## config.mk

```make
export PLATFORM = sky130hd
export DESIGN_NAME = brs_rtc
export DESIGN_NICKNAME = d
export VERILOG_FILES = /design/src/verilog/brs_pkg.sv /design/src/verilog/brs_rtc.sv
export SDC_FILE = /design/constraint.sdc
export NUM_CORES = 1
export LEC_CHECK = 0
export BUFFER_PORTS_ARGS = -buffer_cell sky130_fd_sc_hd__buf_2
export CORE_MARGIN = 2
export CORE_UTILIZATION = 58
export DETAILED_ROUTE_END_ITERATION = 16
export PLACE_DENSITY_LB_ADDON = 0.1
export SLEW_MARGIN = 20
export SYNTH_ARGS = -nofsm -noshare
export SYNTH_HDL_FRONTEND = slang
export SYNTH_SLANG_ARGS = --single-unit
```

## constraint.sdc

```tcl
create_clock -name clk -period 2.4 [get_ports clk]
set_input_delay 0.48 -clock clk [delete_from_list [all_inputs] [get_ports clk]]
set_output_delay 0.48 -clock clk [all_outputs]
set_load 0.02 [all_outputs]
```

## src/verilog/brs_pkg.sv

```systemverilog
// Purpose: shared constants and types for the bcd real-time clock with alarm and square wave
// Assumes: 100 mhz system clock, crystal level sampled as a plain synchronous input
// Notes:   offsets are the byte addresses seen over the two-wire target port
package brs_pkg;

   // register byte addresses
   localparam logic [7:0] ADDR_CTRL_A  = 8'h00;
   localparam logic [7:0] ADDR_CTRL_B  = 8'h01;
   localparam logic [7:0] ADDR_SEC     = 8'h02;
   localparam logic [7:0] ADDR_MIN     = 8'h03;
   localparam logic [7:0] ADDR_HOUR    = 8'h04;
   localparam logic [7:0] ADDR_DATE    = 8'h05;
   localparam logic [7:0] ADDR_WDAY    = 8'h06;
   localparam logic [7:0] ADDR_MONTH   = 8'h07;
   localparam logic [7:0] ADDR_YEAR    = 8'h08;
   localparam logic [7:0] ADDR_AL_MIN  = 8'h09;
   localparam logic [7:0] ADDR_AL_HOUR = 8'h0a;
   localparam logic [7:0] ADDR_AL_DATE = 8'h0b;
   localparam logic [7:0] ADDR_AL_WDAY = 8'h0c;
   localparam logic [7:0] ADDR_SQW     = 8'h0d;

   // target address on the two-wire bus
   localparam logic [6:0] TARGET_ADDR  = 7'h51;

   // field positions
   localparam int OSF_BIT  = 7;
   localparam int AF_BIT   = 3;
   localparam int AIE_BIT  = 1;
   localparam int AE_BIT   = 7;
   localparam int SQUARE_OUT_ENABLE_BIT = 7;

   // values after reset
   localparam logic       OSF_RST   = 1'b1;
   localparam logic       AF_RST    = 1'b0;
   localparam logic       AIE_RST   = 1'b0;
   localparam logic       SQUARE_OUT_ENABLE_RST  = 1'b1;
   localparam logic [1:0] RATE_RST  = 2'h0;
   localparam logic [3:0] AE_RST    = 4'hf;
   localparam logic [5:0] DATE_RST  = 6'h01;
   localparam logic [4:0] MONTH_RST = 5'h01;

   // bcd limits
   localparam logic [6:0] BCD_59     = 7'h59;
   localparam logic [5:0] HOUR_LAST  = 6'h23;
   localparam logic [2:0] WDAY_LAST  = 3'h6;
   localparam logic [4:0] MONTH_LAST = 5'h12;
   localparam logic [4:0] MONTH_FEB  = 5'h02;
   localparam logic [7:0] YEAR_LAST  = 8'h99;

   // crystal divider: 32768 crystal edges make one second
   localparam int          PRESC_W    = 15;
   localparam logic [14:0] PRESC_LAST = 15'h7fff;
   localparam int          TAP_1K     = 4;
   localparam int          TAP_32     = 9;
   localparam int          TAP_1      = 14;

   // oscillator stop detection window
   localparam int CLK_PERIOD_NS  = 10;
   localparam int OSC_TIMEOUT_NS = 100000;
   localparam int OSC_TIMEOUT_CYC = (OSC_TIMEOUT_NS + CLK_PERIOD_NS - 1) / CLK_PERIOD_NS;
   localparam int OSC_CNT_W      = 16;

   typedef enum logic [2:0] {
      ST_IDLE     = 3'b000,
      ST_ADDR     = 3'b001,
      ST_ADDR_ACK = 3'b011,
      ST_RX       = 3'b010,
      ST_RX_ACK   = 3'b110,
      ST_TX       = 3'b111,
      ST_TX_ACK   = 3'b101
   } brs_i2c_state_t;

endpackage : brs_pkg

```

## src/verilog/brs_rtc.sv

```systemverilog
// Purpose: bcd clock/calendar with alarm, oscillator-fail flag and square wave, two-wire target
// Assumes: scl, sda and the crystal level are sampled directly on clk
// Notes:   open-drain pins are level/oe pairs, oe high pulls the pin low
//
// Operation
// seconds advance once per 32768 crystal edges.
// host reads and writes year, month, date, weekday, hour, minute, second.
// time counters kept packed bcd at 02..08, unused bits not stored.
// hours count 00..23 only; wrap past 23 advances the date.
// date wraps to 1 after the month length and carries into month.
// every year multiple of four, 00 included, gives february 29 days.
// month runs 1..12 and carries into year on wrap.
// year runs 00..99 and wraps to 00.
// weekday counts 0..6 modulo seven with each date step.
// host writes only legal bcd values and sequential weekday codes.
// oscillator-fail flag in seconds bit 7 sets on stop, reads 1 after reset.
// host rewrites time when it sees the oscillator-fail flag set.
// alarm fields at 09..0c compare only when their bit 7 is 0.
// one alarm channel signals on the interrupt pin when enabled fields match.
// alarm irq enable, bit 1 of 01, gates the pin; resets to 0.
// alarm flag bit 3 of 01 reads pending; write 0 clears, 1 keeps.
// interrupt pin is open drain, active low, pulls low while asserted.
// square-out enable bit 7 of 0d drives the pin, else floats; resets 1.
// rate select 00 32.768k, 01 1.024k, 10 32 hz, 11 1 hz; resets 00.
// unused bit positions, all of register 00, have no storage.
// all register access passes the two-wire target port, at most 400 khz.
// alarm flag sets only on a fresh match of the enabled fields.
// writing 0 clears oscillator-fail; writing seconds restarts the divider.
// unused bits read 0 and ignore writes.
`timescale 1ns/1ns
`default_nettype none

module brs_rtc
   import brs_pkg::*;
#(
   parameter int OSC_TIMEOUT_CYCLES = OSC_TIMEOUT_CYC
) (
   input  wire logic clk,
   input  wire logic sys_rst,
   input  wire logic scl,
   input  wire logic sda_pin,
   output logic      sda_level,
   output logic      sda_oe,
   input  wire logic xtal_in,
   output logic      xtal_out,
   output logic      irq_n_level,
   output logic      irq_n_oe,
   output logic      square_out,
   output logic      square_out_oe
);

   localparam logic [OSC_CNT_W-1:0] OSC_LIMIT = OSC_CNT_W'(OSC_TIMEOUT_CYCLES);

   function automatic logic [7:0] bcd_inc(input logic [7:0] v);
      if (v[3:0] == 4'h9) begin
         bcd_inc = {v[7:4] + 4'h1, 4'h0};
      end else begin
         bcd_inc = {v[7:4], v[3:0] + 4'h1};
      end
   endfunction : bcd_inc

   // leap test on two bcd digits: (2*tens + units) mod 4
   function automatic logic [5:0] month_len(input logic [4:0] m, input logic [7:0] y);
      logic [1:0] ysum;
      ysum = y[1:0] + {y[4], 1'b0};
      case (m)
         MONTH_FEB: month_len = (ysum == 2'b00) ? 6'h29 : 6'h28;
         5'h04, 5'h06, 5'h09, 5'h11: month_len = 6'h30;
         default: month_len = 6'h31;
      endcase
   endfunction : month_len

   // time and calendar state
   logic [6:0]           sec_q, min_q;
   logic [5:0]           hour_q, date_q;
   logic [2:0]           wday_q;
   logic [4:0]           month_q;
   logic [7:0]           year_q;
   // alarm, control and oscillator state
   logic [3:0]           ae_q;
   logic [6:0]           al_min_q;
   logic [5:0]           al_hour_q, al_date_q;
   logic [2:0]           al_wday_q;
   logic                 af_q, aie_q, osf_q, square_out_enable_q, match_q, sq_wave_q;
   logic [1:0]           rate_q;
   logic                 xtal_q, xtal_out_q;
   logic [PRESC_W-1:0]   presc_q;
   logic [OSC_CNT_W-1:0] idle_q;
   // two-wire target state
   brs_i2c_state_t       state_q;
   logic                 scl_q, sda_q, rw_q, first_q, nack_q, sda_oe_q;
   logic [3:0]           cnt_q;
   logic [7:0]           shreg_q, tx_q, ptr_q;

   logic       xtal_rise, tick, osc_dead, wr_en, wr_sec;
   logic [7:0] wr_data, rd_data, ptr_next;
   logic [7:0] sec_nx, min_nx, hour_nx, date_nx, month_nx, year_nx;
   logic [5:0] mlen;
   logic       sec_wrap, min_wrap, hour_wrap, day_roll, date_wrap, month_wrap;
   logic       alarm_match, alarm_hit;
   logic       scl_rise, scl_fall, bus_start, bus_stop;

   // crystal divider and oscillator watch
   assign xtal_rise = xtal_in & ~xtal_q;
   assign wr_sec    = wr_en && (ptr_q == ADDR_SEC);
   assign tick      = xtal_rise && (presc_q == PRESC_LAST) && !wr_sec;
   assign osc_dead  = (idle_q == OSC_LIMIT);

   always_ff @(posedge clk) begin
      if (sys_rst) begin
         xtal_q     <= 1'b0;
         xtal_out_q <= 1'b1;
         presc_q    <= '0;
      end else begin
         xtal_q     <= xtal_in;
         xtal_out_q <= ~xtal_in;
         if (wr_sec) begin
            presc_q <= '0;
         end else if (xtal_rise) begin
            presc_q <= presc_q + 15'h0001;
         end
      end
   end

   always_ff @(posedge clk) begin
      if (sys_rst) begin
         idle_q <= '0;
         osf_q  <= OSF_RST;
      end else begin
         if (xtal_rise) begin
            idle_q <= '0;
         end else if (!osc_dead) begin
            idle_q <= idle_q + 16'h0001;
         end
         // a stop seen in the same cycle as a clearing write keeps the flag set
         if (osc_dead) begin
            osf_q <= 1'b1;
         end else if (wr_sec && !wr_data[OSF_BIT]) begin
            osf_q <= 1'b0;
         end
      end
   end

   // calendar carry chain
   assign sec_nx     = bcd_inc({1'b0, sec_q});
   assign min_nx     = bcd_inc({1'b0, min_q});
   assign hour_nx    = bcd_inc({2'b00, hour_q});
   assign date_nx    = bcd_inc({2'b00, date_q});
   assign month_nx   = bcd_inc({3'b000, month_q});
   assign year_nx    = bcd_inc(year_q);
   assign mlen       = month_len(month_q, year_q);
   assign sec_wrap   = (sec_q == BCD_59);
   assign min_wrap   = (min_q == BCD_59);
   assign hour_wrap  = (hour_q == HOUR_LAST);
   assign day_roll   = tick && sec_wrap && min_wrap && hour_wrap;
   assign date_wrap  = (date_q == mlen);
   assign month_wrap = (month_q == MONTH_LAST);

   always_ff @(posedge clk) begin
      if (sys_rst) begin
         sec_q   <= '0;
         min_q   <= '0;
         hour_q  <= '0;
         date_q  <= DATE_RST;
         wday_q  <= '0;
         month_q <= MONTH_RST;
         year_q  <= '0;
      end else begin
         if (tick) begin
            sec_q <= sec_wrap ? 7'h00 : sec_nx[6:0];
         end
         if (tick && sec_wrap) begin
            min_q <= min_wrap ? 7'h00 : min_nx[6:0];
         end
         if (tick && sec_wrap && min_wrap) begin
            hour_q <= hour_wrap ? 6'h00 : hour_nx[5:0];
         end
         if (day_roll) begin
            date_q <= date_wrap ? DATE_RST : date_nx[5:0];
            wday_q <= (wday_q == WDAY_LAST) ? 3'h0 : wday_q + 3'h1;
         end
         if (day_roll && date_wrap) begin
            month_q <= month_wrap ? MONTH_RST : month_nx[4:0];
         end
         if (day_roll && date_wrap && month_wrap) begin
            year_q <= (year_q == YEAR_LAST) ? 8'h00 : year_nx;
         end
         // host writes win over the count; illegal codes are the host's problem
         if (wr_en) begin
            case (ptr_q)
               ADDR_SEC:   sec_q   <= wr_data[6:0];
               ADDR_MIN:   min_q   <= wr_data[6:0];
               ADDR_HOUR:  hour_q  <= wr_data[5:0];
               ADDR_DATE:  date_q  <= wr_data[5:0];
               ADDR_WDAY:  wday_q  <= wr_data[2:0];
               ADDR_MONTH: month_q <= wr_data[4:0];
               ADDR_YEAR:  year_q  <= wr_data;
               default: ;
            endcase
         end
      end
   end

   // alarm compare: a field with its off bit set always counts as matched
   assign alarm_match = (~&ae_q)
                        && (ae_q[0] || (al_min_q == min_q))
                        && (ae_q[1] || (al_hour_q == hour_q))
                        && (ae_q[2] || (al_date_q == date_q))
                        && (ae_q[3] || (al_wday_q == wday_q));
   assign alarm_hit   = alarm_match && !match_q;

   always_ff @(posedge clk) begin
      if (sys_rst) begin
         ae_q      <= AE_RST;
         al_min_q  <= '0;
         al_hour_q <= '0;
         al_date_q <= '0;
         al_wday_q <= '0;
         aie_q     <= AIE_RST;
         square_out_enable_q    <= SQUARE_OUT_ENABLE_RST;
         rate_q    <= RATE_RST;
      end else if (wr_en) begin
         case (ptr_q)
            ADDR_CTRL_B: aie_q <= wr_data[AIE_BIT];
            ADDR_AL_MIN: begin
               ae_q[0]  <= wr_data[AE_BIT];
               al_min_q <= wr_data[6:0];
            end
            ADDR_AL_HOUR: begin
               ae_q[1]   <= wr_data[AE_BIT];
               al_hour_q <= wr_data[5:0];
            end
            ADDR_AL_DATE: begin
               ae_q[2]   <= wr_data[AE_BIT];
               al_date_q <= wr_data[5:0];
            end
            ADDR_AL_WDAY: begin
               ae_q[3]   <= wr_data[AE_BIT];
               al_wday_q <= wr_data[2:0];
            end
            ADDR_SQW: begin
               square_out_enable_q <= wr_data[SQUARE_OUT_ENABLE_BIT];
               rate_q <= wr_data[1:0];
            end
            default: ;
         endcase
      end
   end

   always_ff @(posedge clk) begin
      if (sys_rst) begin
         match_q <= 1'b1;
         af_q    <= AF_RST;
      end else begin
         match_q <= alarm_match;
         // a fresh match in the clearing cycle keeps the flag set
         if (alarm_hit) begin
            af_q <= 1'b1;
         end else if (wr_en && (ptr_q == ADDR_CTRL_B) && !wr_data[AF_BIT]) begin
            af_q <= 1'b0;
         end
      end
   end

   // the fastest rate is the crystal level itself, so it inherits the sampling jitter
   always_ff @(posedge clk) begin
      if (sys_rst) begin
         sq_wave_q <= 1'b1;
      end else begin
         case (rate_q)
            2'h0:    sq_wave_q <= xtal_q;
            2'h1:    sq_wave_q <= presc_q[TAP_1K];
            2'h2:    sq_wave_q <= presc_q[TAP_32];
            default: sq_wave_q <= presc_q[TAP_1];
         endcase
      end
   end

   assign xtal_out      = xtal_out_q;
   assign irq_n_level   = 1'b0;
   assign irq_n_oe      = af_q && aie_q;
   assign square_out    = 1'b0;
   assign square_out_oe = square_out_enable_q && !sq_wave_q;

   // register read view
   always_comb begin
      rd_data = 8'h00;
      case (ptr_q)
         ADDR_CTRL_B:  rd_data = {4'h0, af_q, 1'b0, aie_q, 1'b0};
         ADDR_SEC:     rd_data = {osf_q, sec_q};
         ADDR_MIN:     rd_data = {1'b0, min_q};
         ADDR_HOUR:    rd_data = {2'b00, hour_q};
         ADDR_DATE:    rd_data = {2'b00, date_q};
         ADDR_WDAY:    rd_data = {5'h00, wday_q};
         ADDR_MONTH:   rd_data = {3'h0, month_q};
         ADDR_YEAR:    rd_data = year_q;
         ADDR_AL_MIN:  rd_data = {ae_q[0], al_min_q};
         ADDR_AL_HOUR: rd_data = {ae_q[1], 1'b0, al_hour_q};
         ADDR_AL_DATE: rd_data = {ae_q[2], 1'b0, al_date_q};
         ADDR_AL_WDAY: rd_data = {ae_q[3], 4'h0, al_wday_q};
         ADDR_SQW:     rd_data = {square_out_enable_q, 5'h00, rate_q};
         default:      rd_data = 8'h00;
      endcase
   end

   // two-wire target; sampling at 100 mhz gives ample margin at 400 khz scl
   assign scl_rise  = scl && !scl_q;
   assign scl_fall  = !scl && scl_q;
   assign bus_start = scl && scl_q && sda_q && !sda_pin;
   assign bus_stop  = scl && scl_q && !sda_q && sda_pin;
   assign wr_en     = (state_q == ST_RX) && scl_fall && (cnt_q == 4'h8) && !first_q;
   assign wr_data   = shreg_q;
   assign ptr_next  = (ptr_q == ADDR_SQW) ? ADDR_CTRL_A : ptr_q + 8'h01;

   always_ff @(posedge clk) begin
      if (sys_rst) begin
         scl_q    <= 1'b1;
         sda_q    <= 1'b1;
         state_q  <= ST_IDLE;
         cnt_q    <= '0;
         shreg_q  <= '0;
         tx_q     <= '0;
         ptr_q    <= '0;
         rw_q     <= 1'b0;
         first_q  <= 1'b0;
         nack_q   <= 1'b1;
         sda_oe_q <= 1'b0;
      end else begin
         scl_q <= scl;
         sda_q <= sda_pin;
         if (bus_start) begin
            state_q  <= ST_ADDR;
            cnt_q    <= '0;
            sda_oe_q <= 1'b0;
         end else if (bus_stop) begin
            state_q  <= ST_IDLE;
            sda_oe_q <= 1'b0;
         end else if (scl_rise) begin
            case (state_q)
               ST_ADDR, ST_RX: begin
                  shreg_q <= {shreg_q[6:0], sda_pin};
                  cnt_q   <= cnt_q + 4'h1;
               end
               ST_TX:     cnt_q  <= cnt_q + 4'h1;
               ST_TX_ACK: nack_q <= sda_pin;
               default: ;
            endcase
         end else if (scl_fall) begin
            case (state_q)
               ST_ADDR: begin
                  if (cnt_q == 4'h8) begin
                     if (shreg_q[7:1] == TARGET_ADDR) begin
                        state_q  <= ST_ADDR_ACK;
                        sda_oe_q <= 1'b1;
                        rw_q     <= shreg_q[0];
                     end else begin
                        state_q <= ST_IDLE;
                     end
                  end
               end
               ST_ADDR_ACK: begin
                  cnt_q <= '0;
                  if (rw_q) begin
                     state_q  <= ST_TX;
                     tx_q     <= rd_data;
                     sda_oe_q <= !rd_data[7];
                  end else begin
                     state_q  <= ST_RX;
                     first_q  <= 1'b1;
                     sda_oe_q <= 1'b0;
                  end
               end
               ST_RX: begin
                  if (cnt_q == 4'h8) begin
                     state_q  <= ST_RX_ACK;
                     sda_oe_q <= 1'b1;
                     first_q  <= 1'b0;
                     ptr_q    <= first_q ? shreg_q : ptr_next;
                  end
               end
               ST_RX_ACK: begin
                  state_q  <= ST_RX;
                  cnt_q    <= '0;
                  sda_oe_q <= 1'b0;
               end
               ST_TX: begin
                  if (cnt_q == 4'h8) begin
                     state_q  <= ST_TX_ACK;
                     sda_oe_q <= 1'b0;
                     ptr_q    <= ptr_next;
                  end else begin
                     sda_oe_q <= !tx_q[~cnt_q[2:0]];
                  end
               end
               ST_TX_ACK: begin
                  cnt_q <= '0;
                  if (nack_q) begin
                     state_q <= ST_IDLE;
                  end else begin
                     state_q  <= ST_TX;
                     tx_q     <= rd_data;
                     sda_oe_q <= !rd_data[7];
                  end
               end
               default: state_q <= ST_IDLE;
            endcase
         end
      end
   end

   assign sda_level = 1'b0;
   assign sda_oe    = sda_oe_q;
endmodule : brs_rtc

`default_nettype wire

```

==> run_results.csv <==
group,metric,value,unit
drt,dr.max_layer_used,"met4",
drt,wire_per_inst,19.2,microns
clocking,cts_hold_buf,0,
drt,wl,26.0,mm
logic_synthesis,synth.cell_area,8680,sq um
global_routing,first_global_vias,7772,
logic_synthesis,synthCells,1057,
global_routing,grt_max_degree,50,
status,violated_checks,"setup timing",
setup_path,timing.setup.critical_path_class,"reg -> reg",
drt,dr.first_iter.drc_count,914,
setup_path,worstSetupStartpoint,"min_q[1]$_SDFF_PP0_",
setup_path,worstPathMaxFanout,4,
sta,max-slew-margin-rel,61.6,%
drt,detailroute.wirelength.met2,11.7,mm
drt,route.detailed.vias_per_inst,6.31,
global_routing,groute.usage.overall,32.0,%
power,leakage_power_of_the_design,4.11,nW
global_routing,antenna_found_initial,0,
run,cap_viol_max_count,0,
logic_synthesis,syn_avg_cell_area,8.21,sq um
die,dieHeight,126,microns
die,fp-row-count,44,
setup_path,cp.required,2.76,ns
clocking,tritoncts_num_sinks,146,
sta,max_clock_freq,406,MHz
drt,drt.antenna.violating_nets,0,
sta,timing.clock.skew,0.0103,ns
setup_path,worstSetupStartpointType,"flip-flop",
setup_path,regToRegSetupSlack,-0.07,ns
final_layout,final_nets,1192,
sta,finalCriticalPeriod,2.47,ns
sta,timing.final.crit_share,103,%
setup_path,end_kind,"flip-flop",
sta,report.final.slew_viol_count,0,
hold_path,worstHoldPathType,"in -> reg",
global_routing,final_global_route_overflow_total,0,
setup_path,reg2reg_to,"year_q[1]$_SDFF_PP0_",
logic_synthesis,netlist-cell-type-count,80,
setup_path,timing.critical_path.to,"year_q[1]$_SDFF_PP0_",
die,fp.dieArea,16000,sq um
final_layout,final_core_utilization,72.7,%
power,max-vdd-ir-drop,0.000500,V
logic_synthesis,synth_top_flop_cell,"dfxtp_1",
die,ioPinCount,12,
status,run_status,"finished, violations left",
setup_path,reg2reg_depth,8,
setup_path,timing.critical_path.arrival,2.83,ns
power,fin_total_pwr,5.45,mW
drt,drt-met1-wl,11.2,mm
sta,setup_viol,5,
setup_path,timing.rr.start,"min_q[1]$_SDFF_PP0_",
drt,1st_pass_router_iterations,9,
clocking,worst_setup_hold_path_clk_slew,0.06,ns
final_layout,antenna_cells,0,
sta,worst_slew_pin_slew,0.574,ns
final_layout,flow.area_growth_from_synthesis,22.3,%
clocking,cts_made_buffers,17,
place,finalWeightedCongestion,0.968,
drt,detailroute.wirelength.met3,2.08,mm
logic_synthesis,ffs_latches_synth,146,
place,portBuffers,8,
logic_synthesis,synth_async_sr_flop_share,0,%
clocking,h_tree_depth,4,
clocking,ctsLongestPathBuffers,2,
final_layout,drive_gt1_share,21.7,%
final_layout,num-fill-cells,1162,
logic_synthesis,seq_area_frac_synth,33.7,%
clocking,clock_tree.root_cell,"clkbuf_16",
die,chipWidth,126,microns
clocking,clkLatencyLatePin,0.43,ns
global_routing,wire_length_of_the_first_global_routing_pass,40.7,mm
place,place.detailed.hpwl,18.0,mm
logic_synthesis,yosys_warnings,0,
drt,vias,8556,
power,power-per-cell-area,514,nW/um^2
die,floorplan.initialDensity,59.5,%
sta,hold_violations,0,
clocking,cts_tree,"built",
sta,setup_repair_after_global_routing_missed_its_margin,"true",
sta,fin_ws,-0.0653,ns
logic_synthesis,synth_enable_flop_cells,0,
drt,detail_route.drc_violations,0,
die,placeable_core_region,14600,sq um
per-layer routing:
metal  track usage (%)  vias to the layer above
met1              44.0                     4027
met5                 0                        -
met4              15.7                        0
met2              49.0                      408
li1                  -                     4040
met3              5.23                       81
cell usage in the layout, fill, tap and decap left out, types with 12 or more instances in the layout:
cell / count
mux2i_1: 52
nor2b_1: 21
dfxtp_1: 139
a211oi_1: 27
nand2b_1: 19
a31oi_1: 12
xnor2_1: 25
ha_1: 23
xor2_1: 32
clkbuf_16: 17
a22oi_1: 17
nor3_1: 20
nand4_1: 13
and3_1: 14
o21ai_0: 46
buf_4: 147
nand3_1: 32
a21oi_1: 41
nor2_1: 141
nand2_1: 66
inv_1: 29
worst min-delay path by stage:
stage,slack (ns),from,end,depth (start not counted)
floorplan,0.43,tx_q[1]$_SDFFE_PP0P_,tx_q[1]$_SDFFE_PP0P_,2
global placement,0.44,tx_q[1]$_SDFFE_PP0P_,tx_q[1]$_SDFFE_PP0P_,2
detailed placement,0.45,tx_q[1]$_SDFFE_PP0P_,tx_q[1]$_SDFFE_PP0P_,2
CTS,0.30,sda_pin,sda_q$_SDFF_PP1_,2
global route,0.32,sda_pin,sda_q$_SDFF_PP1_,2
finish,0.31,sda_pin,sda_q$_SDFF_PP1_,2
stage by stage:
step                instance area (sq um)  setup WS (ns)  hold WS, ns  instances  setup TNS, ns
finish                              10600        -0.0653        0.307       1355         -0.137
global route                        10600         -0.132        0.322       1355         -0.728
CTS                                 10400        -0.0187        0.304       1349        -0.0189
detailed placement                   9740         -0.141        0.446       1316         -0.691
global placement                     9740         -0.114        0.443       1316         -0.399
floorplan                            8710        -0.0444        0.433       1059        -0.0862
synthesized netlist by cell type (4+ instances only):
cell	number	area, sq um
nand4_1	13	81.3
nand2b_1	19	119
a22o_1	8	70.1
nor2b_1	21	131
buf_1	4	15.0
a21o_1	4	30.0
mux4_2	4	90.1
a222oi_1	6	60.1
nand2_1	66	248
and2_1	8	50.1
o22ai_1	6	37.5
mux2i_1	52	521
a21oi_1	42	210
o21ai_0	47	235
nor4b_1	5	43.8
or4_1	6	45.0
or3_1	8	50.1
dfxtp_1	146	2920
o211ai_1	6	45.0
nand4b_1	9	78.8
nand3_1	34	170
inv_1	31	116
nor4_1	15	93.8
xor2_1	32	280
ha_1	26	325
a221oi_1	7	61.3
a211oi_1	29	218
xnor2_1	25	219
and3b_1	4	35.0
a22oi_1	17	128
nand3b_1	10	75.1
or2_2	7	43.8
a211o_1	9	78.8
nor3_1	22	110
a31oi_1	12	75.1
buf_2	4	20.0
a2bb2oi_1	5	43.8
a32oi_1	5	43.8
nor2_1	143	537
clkbuf_1	64	240
and3_1	15	93.8
registers in the layout (all words and copies together), names as in the netlist, 4 cells and up:
register	flops
month_q	5
al_date_q	6
date_q	6
al_hour_q	6
ptr_q	8
hour_q	6
presc_q	15
tx_q	8
ae_q	4
cnt_q	4
shreg_q	8
year_q	8
idle_q	16
sec_q	7
al_min_q	7
min_q	7
cell families (layout without fill, tap and decap cells):
kind of cell / after synthesis / count (layout) / share of synthesized area, %
AO/OA/AOI/OAI: 239 / 239 / 19.3
XOR/XNOR: 57 / 57 / 5.75
adder cells (fa/ha/maj): 26 / 26 / 3.75
buffers and inverters: 106 / 218 / 4.77
flip-flops: 146 / 146 / 33.7
multiplexers: 57 / 57 / 7.17
other: 1 / 3 / 0.0432
AND/OR/NAND/NOR: 425 / 425 / 25.5
critical path, cell delays in order (launching register included):
cell      delay [ns]
dfxtp_1         0.32
inv_2           0.06
ha_2            0.16
nand3b_1        0.11
nor4_2          0.26
or4b_4          0.53
nand4b_1        0.27
or4_4           0.58
a21oi_2         0.12
what timing repair did:
item	CTS	global route
pin swaps	4	23
buffers inserted	4	6
endpoints found under the hold margin	0	0
gates cloned	0	0
setup endpoints to repair	11	25
resized for setup	9	40
power breakdown:
group	total (mW)	internal, mW	switching (mW)
logic	0.174	0.0674	0.106
registers	2.45	2.44	0.0102
clock network	2.83	1.78	1.05
layout make-up:
class / instances / area, sq um / area share, %
clock buffer: 20 / 457 / 4.30
clock inverter: 9 / 156 / 1.47
inverter: 31 / 116 / 1.10
multi-input combinational: 807 / 5530 / 52.1
sequential: 146 / 2930 / 27.6
tap: 184 / 230 / 2.17
timing repair buffer: 158 / 1190 / 11.2
(Power assumes the default switching activity.)
